--- config.mk ---
export PLATFORM = sky130hd
export DESIGN_NAME = rctt_timer
export DESIGN_NICKNAME = d
export VERILOG_FILES = /design/src/rctt_pkg.sv /design/src/rctt_pin_sync.sv /design/src/rctt_prescale.sv /design/src/rctt_timer.sv
export SDC_FILE = /design/constraint.sdc
export NUM_CORES = 1
export LEC_CHECK = 0
export ABC_CLOCK_PERIOD_IN_PS = 7660
export BUFFER_PORTS_ARGS = -buffer_cell sky130_fd_sc_hd__buf_2
export CORE_MARGIN = 2
export CORE_UTILIZATION = 45
export DETAILED_ROUTE_END_ITERATION = 10
export PLACE_DENSITY_LB_ADDON = 0.2
export SKIP_LAST_GASP = 1
export SLEW_MARGIN = 15
export SYNTH_ARGS = -nofsm -noshare
export SYNTH_HDL_FRONTEND = slang
export SYNTH_SLANG_ARGS = --single-unit
--- constraint.sdc ---
create_clock -name i_clock -period 7.66 [get_ports i_clock]
set_input_delay 0.383 -clock i_clock [delete_from_list [all_inputs] [get_ports i_clock]]
set_output_delay 0.383 -clock i_clock [all_outputs]
set_load 0.1 [all_outputs]
--- src/rctt_pkg.sv ---
// Constants shared by the reload/capture/toggle timer files.
// Assumes an 8-bit special-function register port and one system clock.
package rctt_pkg;

   // Register offsets on the special-function register port
   localparam logic [7:0] RCTT_ADDR_CONTROL  = 8'hC8;
   localparam logic [7:0] RCTT_ADDR_CONFIG   = 8'hC9;
   localparam logic [7:0] RCTT_ADDR_RCAP_LO  = 8'hCA;
   localparam logic [7:0] RCTT_ADDR_RCAP_HI  = 8'hCB;
   localparam logic [7:0] RCTT_ADDR_COUNT_LO = 8'hCC;
   localparam logic [7:0] RCTT_ADDR_COUNT_HI = 8'hCD;

   // timer_control field positions
   localparam int RCTT_CN_WRAP_FLAG  = 7;
   localparam int RCTT_CN_EXT_FLAG   = 6;
   localparam int RCTT_CN_EXT_ENABLE = 3;
   localparam int RCTT_CN_RUN        = 2;
   localparam int RCTT_CN_CT_SELECT  = 1;
   localparam int RCTT_CN_CAPTURE    = 0;

   // timer_configuration field positions
   localparam int RCTT_CF_MODE_HI    = 4;
   localparam int RCTT_CF_MODE_LO    = 3;
   localparam int RCTT_CF_TOGGLE     = 2;
   localparam int RCTT_CF_OUT_ENABLE = 1;
   localparam int RCTT_CF_DOWN_EN    = 0;

   localparam logic [7:0]  RCTT_RESET_BYTE = 8'h00;
   localparam logic [15:0] RCTT_RESET_WORD = 16'h0000;
   localparam logic [15:0] RCTT_ALL_ONES   = 16'hFFFF;
   localparam logic [15:0] RCTT_ZERO       = 16'h0000;

   // Clock-mode field encodings
   typedef enum logic [1:0] {
      RCTT_CLK_DIV12 = 2'h0,
      RCTT_CLK_FULL  = 2'h1,
      RCTT_CLK_EXT8  = 2'h2,
      RCTT_CLK_DIV2  = 2'h3
   } rctt_clk_mode_t;

   // Prescaler terminal counts (divide ratio minus one)
   localparam logic [3:0] RCTT_DIV12_LAST = 4'hB;
   localparam logic [2:0] RCTT_EXT8_LAST  = 3'h7;

   // Synchronised pin indices
   localparam int RCTT_PIN_COUNT   = 0;
   localparam int RCTT_PIN_TRIGGER = 1;
   localparam int RCTT_PIN_EXTCLK  = 2;
   localparam int RCTT_PIN_NUM     = 3;

endpackage : rctt_pkg

--- src/rctt_pin_sync.sv ---
// Two-flop synchronisers and falling- and rising-edge detectors for the timer's pins.
// Assumes the pins are asynchronous to i_clock.
`timescale 1ns/1ps
`default_nettype none
module rctt_pin_sync
   import rctt_pkg::*;
#(
   parameter int N = RCTT_PIN_NUM
) (
   input  wire logic         i_clock,
   input  wire logic         i_rst_n,
   input  wire logic [N-1:0] i_pins,
   output logic      [N-1:0] o_level,
   output logic      [N-1:0] o_fall,
   output logic      [N-1:0] o_rise
);
   logic [N-1:0] meta;
   logic [N-1:0] prev;

   genvar g;
   generate
      for (g = 0; g < N; g++) begin : g_pin
         // meta feeds only o_level, never the edge logic
         always_ff @(posedge i_clock) begin
            if (!i_rst_n) begin
               meta[g]    <= 1'b1;
               o_level[g] <= 1'b1;
               prev[g]    <= 1'b1;
            end else begin
               meta[g]    <= i_pins[g];
               o_level[g] <= meta[g];
               prev[g]    <= o_level[g];
            end
         end
         assign o_fall[g] = prev[g] & ~o_level[g];
         assign o_rise[g] = ~prev[g] & o_level[g];
      end
   endgenerate
endmodule : rctt_pin_sync
`default_nettype wire

--- src/rctt_prescale.sv ---
// Timer-clock prescaler: one-cycle enable pulses at the chosen rate.
// Assumes i_ext_rise is already synchronised to i_clock.
`timescale 1ns/1ps
`default_nettype none
module rctt_prescale
   import rctt_pkg::*;
(
   input  wire logic           i_clock,
   input  wire logic           i_rst_n,
   input  wire rctt_clk_mode_t i_mode,
   input  wire logic           i_ext_rise,
   output logic                o_tick
);
   logic [3:0] div12;
   logic       div2;
   logic [2:0] ext8;
   logic       next_tick;

   wire div12_end = (div12 == RCTT_DIV12_LAST);
   wire ext8_end  = i_ext_rise && (ext8 == RCTT_EXT8_LAST);

   always_comb begin
      case (i_mode)
         RCTT_CLK_DIV12: next_tick = div12_end;
         RCTT_CLK_FULL:  next_tick = 1'b1;
         RCTT_CLK_EXT8:  next_tick = ext8_end;
         RCTT_CLK_DIV2:  next_tick = div2;
         default:        next_tick = 1'b0;
      endcase
   end

   always_ff @(posedge i_clock) begin
      if (!i_rst_n) begin
         div12  <= '0;
         div2   <= 1'b0;
         ext8   <= '0;
         o_tick <= 1'b0;
      end else begin
         div12  <= div12_end ? '0 : div12 + 4'h1;
         div2   <= ~div2;
         if (i_ext_rise)
            ext8 <= ext8 + 3'h1;
         o_tick <= next_tick;
      end
   end
endmodule : rctt_prescale
`default_nettype wire

--- src/rctt_timer.sv ---
// 16-bit counter/timer with auto-reload, capture, up/down count and toggle output.
// Assumes an 8-bit register port on i_clock; all pins arrive asynchronously.
`timescale 1ns/1ps
`default_nettype none
// Operation
// - Toggle output inverts on each overflow or underflow, giving equal high and low.
// - Down-count reload mode: underflow when counter equals reload, then load all ones.
// - Up-count reload mode: overflow past all ones loads the reload value.
// - Reload mode, timer function, output enabled: run bit starts the toggling.
// - Toggle-state bit reads the output level; writing forces the output.
// - Wrap flag set on up wrap or down underflow; sticky until software clears.
// - External flag set by trigger falling edge capture or reload; software clears.
// - External enable clear: trigger pin ignored for capture, reload and direction.
// - Capture mode: trigger falling edge copies counter into reload/capture pair.
// - Reload mode, down-count off: trigger falling edge reloads and sets external flag.
// - Down-count off counts up; on, trigger low counts down, high counts up.
// - Run bit stops the counter at 0, lets it count at 1.
// - Timer function counts prescaled clock; counter function counts count-pin falling edges.
// - Capture/reload select: 0 auto-reload, 1 capture.
// - Clock mode: 00 div12, 01 undivided, 10 external div8 synced, 11 div2.
// - Output enable keeps toggle off the pin at 0, drives it at 1.
// - Reload/capture pair takes captures in capture mode, supplies reload otherwise.
// - Toggle output exists only on instances built with it enabled.
// - Down-count on: trigger pin sets direction only, no reload, no event.
module rctt_timer
   import rctt_pkg::*;
#(
   parameter bit HAS_TOGGLE = 1'b1
) (
   input  wire logic       i_clock,
   input  wire logic       i_rst_n,
   input  wire logic [7:0] i_sfr_addr,
   input  wire logic       i_sfr_wr,
   input  wire logic [7:0] i_sfr_wdata,
   input  wire logic       i_sfr_rd,
   output logic      [7:0] o_sfr_rdata,
   input  wire logic       i_count_pin,
   input  wire logic       i_trigger_pin,
   input  wire logic       i_ext_clock,
   output logic            o_toggle_out,
   output logic            o_toggle_oe,
   output logic            o_wrap_flag,
   output logic            o_external_event_flag
);
   // Register bits: control, configuration, reload/capture pair and counter
   logic        external_trigger_enable;
   logic        run_control;
   logic        counter_timer_select;
   logic        capture_reload_select;
   logic [1:0]  clock_mode;
   logic        toggle_output_enable;
   logic        down_count_enable;
   logic        toggle_state;
   logic [15:0] reload_capture;
   logic [15:0] count;

   // Pin synchronisation
   logic [RCTT_PIN_NUM-1:0] pin_level;
   logic [RCTT_PIN_NUM-1:0] pin_fall;
   logic [RCTT_PIN_NUM-1:0] pin_rise;
   logic                    presc_tick;

   rctt_pin_sync #(.N(RCTT_PIN_NUM)) u_sync (
      .i_clock (i_clock),
      .i_rst_n (i_rst_n),
      .i_pins  ({i_ext_clock, i_trigger_pin, i_count_pin}),
      .o_level (pin_level),
      .o_fall  (pin_fall),
      .o_rise  (pin_rise)
   );

   rctt_prescale u_presc (
      .i_clock    (i_clock),
      .i_rst_n    (i_rst_n),
      .i_mode     (rctt_clk_mode_t'(clock_mode)),
      .i_ext_rise (pin_rise[RCTT_PIN_EXTCLK]),
      .o_tick     (presc_tick)
   );

   // Register port decode
   function automatic logic hit(input logic [7:0] a, input logic [7:0] off);
      return a == off;
   endfunction

   wire wr_cn  = i_sfr_wr && hit(i_sfr_addr, RCTT_ADDR_CONTROL);
   wire wr_cf  = i_sfr_wr && hit(i_sfr_addr, RCTT_ADDR_CONFIG);
   wire wr_rcl = i_sfr_wr && hit(i_sfr_addr, RCTT_ADDR_RCAP_LO);
   wire wr_rch = i_sfr_wr && hit(i_sfr_addr, RCTT_ADDR_RCAP_HI);
   wire wr_cl  = i_sfr_wr && hit(i_sfr_addr, RCTT_ADDR_COUNT_LO);
   wire wr_ch  = i_sfr_wr && hit(i_sfr_addr, RCTT_ADDR_COUNT_HI);
   wire wr_cnt = wr_cl || wr_ch;
   wire wr_rc  = wr_rcl || wr_rch;

   // Count enable and direction
   wire count_tick = counter_timer_select ? pin_fall[RCTT_PIN_COUNT] : presc_tick;
   wire advance    = run_control && count_tick;
   // Direction follows the pin only when both enables allow it
   wire count_down = down_count_enable && external_trigger_enable
                     && !pin_level[RCTT_PIN_TRIGGER];

   // Trigger edge acts only with external enable set and down-count off
   wire ext_evt   = external_trigger_enable && !down_count_enable
                    && pin_fall[RCTT_PIN_TRIGGER];
   wire ext_cap   = ext_evt && capture_reload_select;
   wire ext_load  = ext_evt && !capture_reload_select;

   wire at_ones   = (count == RCTT_ALL_ONES);
   wire at_zero   = (count == RCTT_ZERO);
   wire at_reload = (count == reload_capture);

   // Wrap detection for both modes and both directions
   wire wrap_up   = advance && !count_down && at_ones;
   wire wrap_dn   = advance && count_down
                    && (capture_reload_select ? at_zero : at_reload);
   wire wrap_evt  = wrap_up || wrap_dn;

   logic [15:0] next_count;
   always_comb begin
      next_count = count;
      if (ext_load)
         next_count = reload_capture;
      else if (wrap_up && !capture_reload_select)
         next_count = reload_capture;
      else if (wrap_dn && !capture_reload_select)
         next_count = RCTT_ALL_ONES;
      else if (advance && count_down)
         next_count = count - 16'h0001;
      else if (advance)
         next_count = count + 16'h0001;
      if (wr_cl)
         next_count[7:0] = i_sfr_wdata;
      if (wr_ch)
         next_count[15:8] = i_sfr_wdata;
   end

   logic [15:0] next_reload;
   always_comb begin
      next_reload = reload_capture;
      if (wr_rcl)
         next_reload[7:0] = i_sfr_wdata;
      if (wr_rch)
         next_reload[15:8] = i_sfr_wdata;
      // A capture in the same cycle as a software write wins
      if (ext_cap)
         next_reload = count;
   end

   // Hardware set wins over a software clear in the same cycle
   wire next_wrap_flag = wrap_evt || (wr_cn ? i_sfr_wdata[RCTT_CN_WRAP_FLAG] : o_wrap_flag);
   wire next_ext_flag  = ext_evt
                         || (wr_cn ? i_sfr_wdata[RCTT_CN_EXT_FLAG] : o_external_event_flag);

   // Toggle flips on each wrap; a software write forces the level
   wire next_toggle = !HAS_TOGGLE ? 1'b0 :
                      wr_cf ? i_sfr_wdata[RCTT_CF_TOGGLE] :
                      wrap_evt ? !toggle_state : toggle_state;

   function automatic logic [7:0] read_mux(input logic [7:0] a);
      logic [7:0] v;
      v = RCTT_RESET_BYTE;
      case (a)
         RCTT_ADDR_CONTROL: begin
            v[RCTT_CN_WRAP_FLAG]  = o_wrap_flag;
            v[RCTT_CN_EXT_FLAG]   = o_external_event_flag;
            v[RCTT_CN_EXT_ENABLE] = external_trigger_enable;
            v[RCTT_CN_RUN]        = run_control;
            v[RCTT_CN_CT_SELECT]  = counter_timer_select;
            v[RCTT_CN_CAPTURE]    = capture_reload_select;
         end
         RCTT_ADDR_CONFIG: begin
            v[RCTT_CF_MODE_HI]    = clock_mode[1];
            v[RCTT_CF_MODE_LO]    = clock_mode[0];
            v[RCTT_CF_TOGGLE]     = toggle_state;
            v[RCTT_CF_OUT_ENABLE] = toggle_output_enable;
            v[RCTT_CF_DOWN_EN]    = down_count_enable;
         end
         RCTT_ADDR_RCAP_LO:  v = reload_capture[7:0];
         RCTT_ADDR_RCAP_HI:  v = reload_capture[15:8];
         RCTT_ADDR_COUNT_LO: v = count[7:0];
         RCTT_ADDR_COUNT_HI: v = count[15:8];
         default:            v = RCTT_RESET_BYTE;
      endcase
      return v;
   endfunction

   // A process wakes on the registers the function reads, not only on the address
   logic [7:0] rd_value;
   always_comb rd_value = read_mux(i_sfr_addr);

   always_ff @(posedge i_clock) begin
      if (!i_rst_n) begin
         external_trigger_enable <= 1'b0;
         run_control             <= 1'b0;
         counter_timer_select    <= 1'b0;
         capture_reload_select   <= 1'b0;
      end else if (wr_cn) begin
         external_trigger_enable <= i_sfr_wdata[RCTT_CN_EXT_ENABLE];
         run_control             <= i_sfr_wdata[RCTT_CN_RUN];
         counter_timer_select    <= i_sfr_wdata[RCTT_CN_CT_SELECT];
         capture_reload_select   <= i_sfr_wdata[RCTT_CN_CAPTURE];
      end
   end

   always_ff @(posedge i_clock) begin
      if (!i_rst_n) begin
         clock_mode           <= 2'h0;
         toggle_output_enable <= 1'b0;
         down_count_enable    <= 1'b0;
      end else if (wr_cf) begin
         clock_mode           <= {i_sfr_wdata[RCTT_CF_MODE_HI], i_sfr_wdata[RCTT_CF_MODE_LO]};
         toggle_output_enable <= HAS_TOGGLE && i_sfr_wdata[RCTT_CF_OUT_ENABLE];
         down_count_enable    <= i_sfr_wdata[RCTT_CF_DOWN_EN];
      end
   end

   always_ff @(posedge i_clock) begin
      if (!i_rst_n) begin
         count                 <= RCTT_RESET_WORD;
         reload_capture        <= RCTT_RESET_WORD;
         o_wrap_flag           <= 1'b0;
         o_external_event_flag <= 1'b0;
         toggle_state          <= 1'b0;
         o_sfr_rdata           <= RCTT_RESET_BYTE;
      end else begin
         count                 <= next_count;
         reload_capture        <= next_reload;
         o_wrap_flag           <= next_wrap_flag;
         o_external_event_flag <= next_ext_flag;
         toggle_state          <= next_toggle;
         if (i_sfr_rd)
            o_sfr_rdata <= rd_value;
      end
   end

   // The pin carries the toggle level only while output enable is set
   assign o_toggle_out = toggle_state;
   assign o_toggle_oe  = toggle_output_enable;
endmodule : rctt_timer
`default_nettype wire

==> results.py, run 1 <==
metrics = {
    "power": {
        "power.density_nw_per_um2": 169.0,
        "internal-power_mw": 0.5973,
        "p_clk_share_pct": 46.6,
        "irDropWorstVdd_v": 0.00009466,
        "switching_share_pct": 24.84,
        "p_comb_share_pct": 7.1,
        "power_switching_mw": 0.1974,
        "pwr-share-seq_pct": 46.3,
        "p_leak_nw": 1.744,
    },
    "clocking": {
        "cts_hold_buf": 0,
        "cts_resized": 0,
        "cts_setup_buffers": 0,
        "cts_buffer_depth": 2,
        "cts_buffers": 9,
        "tritoncts": "built",
        "clock-sinks": 69,
        "cts-root-buf": "clkbuf_8",
        "clkTransAtPathRegs_ps": 80,
        "worstSkewPairLatency_ps": 350,
        "h-tree-depth": 3,
    },
    "worst_setup_path": {
        "required_ps": 7880,
        "crit_chain": "nand4b_1 -> a21o_1 -> xnor2_1 -> ha_1 -> nand4bb_1 -> a2111oi_0 -> a21oi_1 -> xnor2_1 -> a211oi_1 -> o22ai_1",
        "crit_slowest_cell": "dfxtp_1",
        "critical_path.max_fanout": 11,
        "rr_worst_depth": 10,
        "crit_path_frequent_cell": "xnor2_1",
        "crit_arrival_ps": 3310,
        "r2r_slack_ps": 4570,
        "endpoint_kind": "flip-flop",
        "critical_path_class": "reg -> reg",
        "max_stage_delay_ps": 500,
        "cp-start-kind": "flip-flop",
    },
    "die": {
        "start_util_pct": 46.48,
        "dieArea_um2": 10390,
        "fp-row-count": 35,
        "die_y_um": 101.9,
        "io_pins": 35,
        "die_w_um": 101.9,
        "core-area_um2": 9284,
    },
    "sta": {
        "period_share_pct": 40.35,
        "clock_skew_ps": 9.367,
        "setup_viol": 0,
        "tightest_slew_ps": 1097,
        "hold_viol": 0,
        "slew_violations": 0,
        "fmax_ghz": 0.3235,
        "slew_headroom_pct": 26.67,
        "setup_ws_ps": 4569,
        "grt_setup_unrepaired": "false",
        "finalSetupTns_ps": 0,
        "post-route-min-period_ps": 3091,
    },
    "logic_synthesis": {
        "syn_avg_cell_area_um2": 8.396,
        "synth-seq-cells": 69,
        "synth_edf_count": 0,
        "netlist.area_leader.share_pct": 32.01,
        "syn_inst": 514,
        "async_reset_ff_share_pct": 0,
        "synth_most_common_cell": "dfxtp_1",
        "syn_nets": 541,
        "ys_top_cells_by_count": "dfxtp_1, nor2_1, mux2i_1",
        "yosys-top-cells-area": "dfxtp_1, mux2i_1, nor2_1",
        "ys_types": 66,
        "synth-main-ff-cell": "dfxtp_1",
        "yosysTopAreaCell": "dfxtp_1",
        "ys_seq_area_share_pct": 32.01,
        "syn_area_um2": 4315,
        "yosysWarnings": 0,
    },
    "final_layout": {
        "final_nets": 543,
        "syn2layout_area_growth_pct": 8.959,
        "diodes": 0,
        "final_layout_size_suffix_gt1_share_pct": 13.44,
    },
    "flow_run": {
        "maxCapViolCount": 0,
    },
    "detailed_routing": {
        "first_pass_iters": 5,
        "routed_wl_um": 13940,
        "drc": 0,
        "ant_nets": 0,
        "vias_per_cell": 6.445,
        "wl_per_cell_um": 21.45,
        "drt-initial-drc-count": 464,
        "via_count": 4189,
    },
    "status": {
        "outcome": "complete, no violations",
    },
    "grt": {
        "grt_pass1_vias": 3804,
        "grt_max_degree": 50,
        "gr-total-overflow": 0,
        "grt_pass1_wl_um": 21960,
        "antenna_found_initial": 0,
        "grt_usage_pct": 27.93,
    },
    "hold_path": {
        "hold_class": "in -> reg",
        "whs_path_depth": 2,
    },
    "place": {
        "gp_congestion": 1.008,
        "hpwl_um": 10040,
        "io_buffers": 34,
        "post-place-ws_ps": 4692,
    },
}
-- cell families (layout without fill, tap and decap cells) --
group	after synthesis	count (layout)	synth area share, %
simple gates	204	204	25.78
compound gates	115	115	18.82
flops	69	69	32.01
buf+inv	50	57	5.219
mux	42	42	10.93
xor+xnor	30	30	6.089
fa+ha+maj	4	4	1.160
-- final cells by class --
type,instances,area [µm²]
clock buffers,9,123.9
clock inverters,7,122.6
fillers,911,4582
inverters,5,18.77
multi-input cells,395,2709
flip-flops and latches,69,1381
well taps,129,161.4
repair buffers,36,185.2
-- critical path: cells and delay by family, from the launching register on --
kind            cells  cell delay [ps]
compound gates      5             1320
simple gates        2              490
flops               1              500
fa+ha+maj           1              310
xor+xnor            2              350
-- power groups by stage --
stage,clock [mW],sequential (mW),combinational (mW)
6_report,0.370,0.368,0.0561
4_1_cts,0.378,0.368,0.0562
3_5_place_dp,0,0.377,0.0559
3_3_place_gp,0,0.376,0.0557
2_1_floorplan,0,0.391,0.0233
5_1_grt,0.394,0.369,0.0600
-- path summary, 6_finish.rpt --
check / endpoint / from
setup / recovery: count[8] / run_control
hold / removal: u_sync.meta[0] / i_count_pin
setup reg to reg: count[8] / run_control
hold reg to reg: u_sync.o_level[0] / u_sync.meta[0]
-- cell usage in the layout (no fill, tap or decap), types with 8 or more instances in the layout --
| cell | n |
|---|---|
| a211oi_1 | 28 |
| a21oi_1 | 15 |
| a221oi_1 | 9 |
| buf_2 | 34 |
| clkbuf_8 | 9 |
| dfxtp_1 | 69 |
| mux2i_1 | 37 |
| nand2_1 | 27 |
| nand2b_1 | 15 |
| nand3_1 | 13 |
| nor2_1 | 64 |
| nor3_1 | 19 |
| nor4_1 | 8 |
| o21ai_0 | 11 |
| o22ai_1 | 8 |
| or4_1 | 8 |
| xnor2_1 | 20 |
| xor2_1 | 10 |
-- flip-flops by register name (all words and copies together) (netlist names) --
| register | cells |
|---|---|
| clock_mode | 2 |
| u_sync.prev | 3 |
| u_presc.o_tick | 1 |
| u_presc.ext8 | 3 |
| down_count_enable | 1 |
| u_sync.o_level | 3 |
| u_sync.meta | 3 |
| o_external_event_flag | 1 |
| o_wrap_flag | 1 |
| u_presc.div2 | 1 |
| count | 16 |
| external_trigger_enable | 1 |
| o_sfr_rdata | 8 |
| run_control | 1 |
| o_toggle_oe | 1 |
| capture_reload_select | 1 |
| o_toggle_out | 1 |
| counter_timer_select | 1 |
| u_presc.div12 | 4 |
| reload_capture | 16 |
-- metal layers --
layer	GRT usage, %	vias up	wire length, µm
met3	4.856	57	1224
met2	42.66	257	6165
li1	-	1909	-
met5	0	-	0
met1	37.62	1966	5838
met4	15.08	0	716
-- metrics by stage --
stage                     utilization (%)  instances  instance area (µm²)  hold slack [ps]  power [mW]
after floorplan                         -        514                 4315            386.3      0.4138
after global placement              47.99        634                 4456            392.6      0.4321
after detailed placement            47.99        634                 4456            394.4      0.4325
after CTS                           50.65        650                 4702            197.4      0.8024
after global routing                50.65        650                 4702            208.2      0.8232
final                               50.65        650                 4702            211.2      0.7947
Note: power is estimated with default switching activity, not from simulation.
==> run 2: changes to the inputs <==
ABC_AREA = 1   (was unset)
ABC_CLOCK_PERIOD_IN_PS = 3000   (was 7660)
clock period = 3 ns   (was 7.66 ns; I/O delays follow)
==> run 2 against run 1 <==
Against the previous run:
- global-route usage up 0.43 points
- largest cell class unchanged
- flip-flop and latch count unchanged
- sequential share of layout area down 1.9 points
- synthesized cell count up 35%
==> results.py, run 2 <==
metrics = {
    "clocking": {
        "tritoncts": "built",
        "cts_resized": 0,
        "cts_buffer_depth": 2,
        "clock-sinks": 69,
        "h-tree-depth": 3,
        "cts_buffers": 9,
        "worstSkewPairLatency_ps": 360,
        "cts-root-buf": "clkbuf_8",
        "clkTransAtPathRegs_ps": 90,
    },
    "die": {
        "die_w_um": 104.0,
        "io_pins": 35,
        "core-area_um2": 9729,
        "start_util_pct": 46.22,
        "die_y_um": 104.0,
        "dieArea_um2": 10810,
        "fp-row-count": 36,
    },
    "grt": {
        "grt_pass1_wl_um": 24360,
        "antenna_found_initial": 0,
        "grt_max_degree": 40,
        "grt_pass1_vias": 4524,
        "grt_usage_pct": 28.36,
        "gr-total-overflow": 0,
    },
    "sta": {
        "hold_viol": 0,
        "slew_headroom_pct": 29.29,
        "fmax_ghz": 0.4082,
        "post-route-min-period_ps": 2450,
        "clock_skew_ps": 15.95,
        "tightest_slew_ps": 1053,
        "setup_viol": 0,
        "grt_setup_unrepaired": "false",
        "finalSetupTns_ps": 0,
        "period_share_pct": 81.67,
        "setup_ws_ps": 550.0,
        "slew_violations": 0,
    },
    "final_layout": {
        "diodes": 0,
        "final_common_cell": "nand2_1",
        "fillers": 1011,
        "final_layout_size_suffix_gt1_share_pct": 13.48,
        "seqCellArea_um2": 1381,
        "final_nets": 749,
        "syn2layout_area_growth_pct": 11.74,
        "final_cell_mix": "nand2_1, inv_1, dfxtp_1",
        "largestRegisters": "count x16, reload_capture x16, o_sfr_rdata x8",
        "multi_input_area_um2": 2663,
    },
    "flow_run": {
        "maxCapViolCount": 0,
    },
    "logic_synthesis": {
        "async_reset_ff_share_pct": 0,
        "synth_most_common_cell": "nand2_1",
        "syn_avg_cell_area_um2": 6.498,
        "syn_area_um2": 4497,
        "ys_types": 39,
        "ys_seq_area_share_pct": 30.72,
        "yosysWarnings": 0,
        "yosysTopAreaCell": "dfxtp_1",
        "netlist.area_leader.share_pct": 30.72,
        "synth_edf_count": 0,
        "synth-seq-cells": 69,
        "ys_top_cells_by_count": "nand2_1, inv_1, dfxtp_1",
        "syn_nets": 719,
        "yosys-top-cells-area": "dfxtp_1, nand2_1, a21oi_1",
        "syn_inst": 692,
        "synth-main-ff-cell": "dfxtp_1",
    },
    "detailed_routing": {
        "routed_wl_um": 15240,
        "ant_nets": 0,
        "vias_per_cell": 5.687,
        "drc": 0,
        "drt-initial-drc-count": 535,
        "via_count": 4891,
        "wl_per_cell_um": 17.72,
        "first_pass_iters": 6,
    },
    "worst_setup_path": {
        "critical_path_class": "reg -> reg",
        "crit_arrival_ps": 2690,
        "critical_path.max_fanout": 20,
        "required_ps": 3240,
        "cp-start-kind": "flip-flop",
        "endpoint_kind": "flip-flop",
    },
    "power": {
        "irDropWorstVdd_v": 0.0003077,
        "power_mw": 1.982,
        "power.density_nw_per_um2": 394.5,
        "p_leak_nw": 2.172,
    },
    "hold_path": {
        "hold_class": "in -> reg",
    },
    "status": {
        "outcome": "complete, no violations",
    },
    "place": {
        "io_buffers": 34,
        "gp_congestion": 0.9990,
        "post-place-ws_ps": 637.2,
        "hpwl_um": 11520,
    },
}
==> run 2: path summary, 6_finish.rpt <==
check | startpoint | endpoint | slack [ps] | depth (start not counted)
max | counter_timer_select | count[13] | 550 | 15
min | i_sfr_wdata[0] | down_count_enable | 160 | 3
max reg2reg | counter_timer_select | count[13] | 550 | 15
min reg2reg | u_presc.div2 | u_presc.div2 | 410 | 1
==> run 2: cell type report <==
type | instances | area share, %
Sequential cell | 69 | 27.49
Multi-Input combinational cell | 507 | 52.99
Clock inverter | 7 | 2.067
Timing Repair Buffer | 42 | 4.731
Inverter | 93 | 6.947
Clock buffer | 9 | 2.465
Tap cell | 133 | 3.312
==> run 2: critical path, cell delays in order (launching register included) <==
cell	delay, ps
dfxtp_1	380
nor2_1	90
nor2_4	210
nand3_4	300
inv_2	360
nand2_1	80
nand2_1	200
nor2_1	100
nand2_1	90
nor2_1	50
nor2_1	140
nand2_1	70
nand2_1	50
nand3_1	70
nand2_1	80
a21oi_2	50
==> run 2: report_power, final <==
part	internal, mW	total, mW	switching, mW
clock	0.480	0.897	0.416
combinational	0.0386	0.145	0.107
sequential	0.931	0.941	0.00930
total	1.45	1.98	0.532
==> run 2: cell families after synthesis <==
logic type                 after synthesis  share of synthesized area (%)
and+or+nand+nor                        308                          32.22
AOI/OAI and AO/OA                      175                          21.87
buffers and inverters                  116                          10.07
DFF                                     69                          30.72
xor gates and xnor gates                18                          3.506
adders and majority gates                4                          1.113
muxes                                    2                         0.5008
==> run 2: what timing repair did <==
| action | CTS | global route |
|---|---|---|
| hold buffers | 3 | 0 |
| setup endpoints to repair | 0 | 0 |
| endpoints found under the hold margin | 3 | 0 |
| buffers inserted | 0 | 0 |
==> run 2: routing by layer <==
layer  wire [µm]  GRT usage (%)  share of wire, %
met4         629          11.87               4.1
met3        1283          6.955               8.4
met2        6841          43.94                45
met1        6483          37.67                43
met5           0              0                 0
==> run 2: through the flow <==
step / std cells / util [%] / area (µm²) / hold slack, ps
after floorplan: 692 / - / 4497 / 256.6
after global placement: 841 / 49.00 / 4767 / 337.1
after detailed placement: 841 / 49.00 / 4767 / 338.4
after CTS: 860 / 51.65 / 5025 / 154.7
after global routing: 860 / 51.65 / 5025 / 153.7
final: 860 / 51.65 / 5025 / 164.4
==> run 3: changes to the inputs <==
ABC_AREA = 0   (was 1)
ABC_CLOCK_PERIOD_IN_PS = 2500   (was 3000)
clock period = 2.5 ns   (was 3 ns; I/O delays follow)
==> run 3 against run 2 <==
Against the previous run:
- first-iteration DRC count is 32% lower
- non-clock buffer count is 67 higher
- sequential share of layout area down 1.5 points
- cell count shrank 16%
- routed wire length is 0.18% higher
- clock skew fell by 4.8 ps
- largest cell class unchanged
- largest power group is now the clock network
==> results.py, run 3 (same netlist as run 1, synthesis figures left out) <==
metrics = {
    "clocking": {
        "clock-sinks": 69,
        "h-tree-depth": 3,
        "cts_buffers": 9,
        "cts-root-buf": "clkbuf_8",
        "worstSkewPairLatency_ps": 350,
        "cts_buffer_depth": 2,
        "clkTransAtPathRegs_ps": 80,
        "tritoncts": "built",
    },
    "final_layout": {
        "final_cell_mix": "buf_4, dfxtp_1, nor2_1",
        "largestRegisters": "count x16, reload_capture x16, o_sfr_rdata x8",
        "multi_input_area_um2": 2776,
        "final_layout_size_suffix_gt1_share_pct": 25.25,
        "final_nets": 616,
        "diodes": 0,
        "seqCellArea_um2": 1386,
        "fillers": 876,
        "final_common_cell": "buf_4",
        "syn2layout_area_growth_pct": 23.54,
    },
    "detailed_routing": {
        "first_pass_iters": 5,
        "ant_nets": 0,
        "drc": 0,
        "vias_per_cell": 6.109,
        "routed_wl_um": 15260,
        "via_count": 4417,
        "drt-initial-drc-count": 366,
        "wl_per_cell_um": 21.11,
    },
    "place": {
        "gp_congestion": 0.9762,
        "post-place-ws_ps": 12.02,
        "hpwl_um": 11440,
        "io_buffers": 34,
    },
    "sta": {
        "fmax_ghz": 0.4069,
        "period_share_pct": 98.29,
        "finalSetupTns_ps": 0,
        "setup_ws_ps": 42.63,
        "slew_headroom_pct": 45.07,
        "post-route-min-period_ps": 2457,
        "setup_viol": 0,
        "tightest_slew_ps": 823.9,
        "hold_viol": 0,
        "grt_setup_unrepaired": "true",
        "clock_skew_ps": 11.11,
        "slew_violations": 0,
    },
    "die": {
        "die_w_um": 101.9,
        "fp-row-count": 35,
        "dieArea_um2": 10390,
        "io_pins": 35,
        "core-area_um2": 9284,
        "die_y_um": 101.9,
        "start_util_pct": 46.48,
    },
    "worst_setup_path": {
        "critical_path.max_fanout": 6,
        "cp-start-kind": "flip-flop",
        "r2r-start": "reload_capture[6]",
        "critical_path_class": "reg -> reg",
        "required_ps": 2750,
        "crit_arrival_ps": 2710,
        "endpoint_kind": "flip-flop",
        "crit_start": "reload_capture[6]",
        "r2r_slack_ps": 40,
    },
    "power": {
        "p_leak_nw": 2.125,
        "irDropWorstVdd_v": 0.0003421,
        "power.density_nw_per_um2": 461.0,
    },
    "flow_run": {
        "maxCapViolCount": 0,
    },
    "grt": {
        "grt_max_degree": 33,
        "gr-total-overflow": 0,
        "grt_usage_pct": 30.75,
        "grt_pass1_wl_um": 24040,
        "grt_pass1_vias": 4283,
        "antenna_found_initial": 0,
    },
    "hold_path": {
        "worstHoldStart": "i_sfr_wdata[0]",
        "hold_class": "in -> reg",
    },
    "status": {
        "outcome": "complete, no violations",
    },
}
[run 3: cell count changes in the layout (fill, tap and decap cells not counted), moves of 24 or more]
| cell | before | now |
|---|---|---|
| a211oi_1 | 3 | 27 |
| nand2_1 | 163 | 27 |
| mux2i_1 | 0 | 37 |
| inv_1 | 87 | 5 |
| buf_4 | 5 | 72 |
| o21ai_0 | 62 | 10 |
| a21oi_1 | 66 | 15 |
[run 3: final timing paths]
kind	endpoint	cells after the start
setup / recovery	count[13]	8
hold / removal	count[0]	3
setup reg to reg	count[13]	8
hold reg to reg	u_sync.o_level[0]	1
[run 3: through the flow]
step                std cells  instance area [µm²]  hold slack, ps  power, mW  util, %
floorplan                 514                 4348           226.5      1.268        -
global placement          699                 4974           305.4      1.331    53.57
detailed placement        699                 4974           309.0      1.334    53.57
CTS                       718                 5253           114.7      2.482    56.58
global route              723                 5331           143.6      2.544    57.43
finish                    723                 5331           144.3      2.458    57.43
[run 3: report_power, final]
group	switching (mW)	internal [mW]	total (mW)	leakage, nW
Sequential	0.0101	1.12	1.13	0.562
Clock	0.450	0.694	1.14	0.120
Combinational	0.131	0.0557	0.187	1.44
Total	0.591	1.87	2.46	2.13
[run 3: layout make-up]
cell class                 count  area share [%]
clock buffer                  11           2.652
clock inverter                 5           1.995
inverter                       5          0.3520
multi-input combinational    395           52.08
sequential                    69           26.00
tap                          129           3.027
timing repair buffer         109           13.89
[run 3: metal layers]
| layer | vias up | GRT usage [%] | wire [µm] |
|---|---|---|---|
| met5 | - | 0 | 0 |
| met4 | 0 | 12.41 | 518 |
| met3 | 51 | 5.130 | 973 |
| met2 | 206 | 50.25 | 7142 |
| met1 | 2088 | 40.55 | 6630 |
| li1 | 2072 | - | - |
[run 3: worst max-delay path, cell delays in order, from the launching register on]
cell and delay, ps:
dfxtp_2 350, xor2_1 180, or4_1 530, or4b_4 540
nor4_4 220, buf_4 180, buf_4 110, a2111oi_2 40
a211oi_1 220
[run 3: repair_timing]
item                                    CTS  global route
pin swaps                                 0             5
endpoints found under the setup margin    1            14
setup buffers                             0             5
hold buffers                              3             0
hold endpoints to repair                  3             0
resized for setup                         1             9
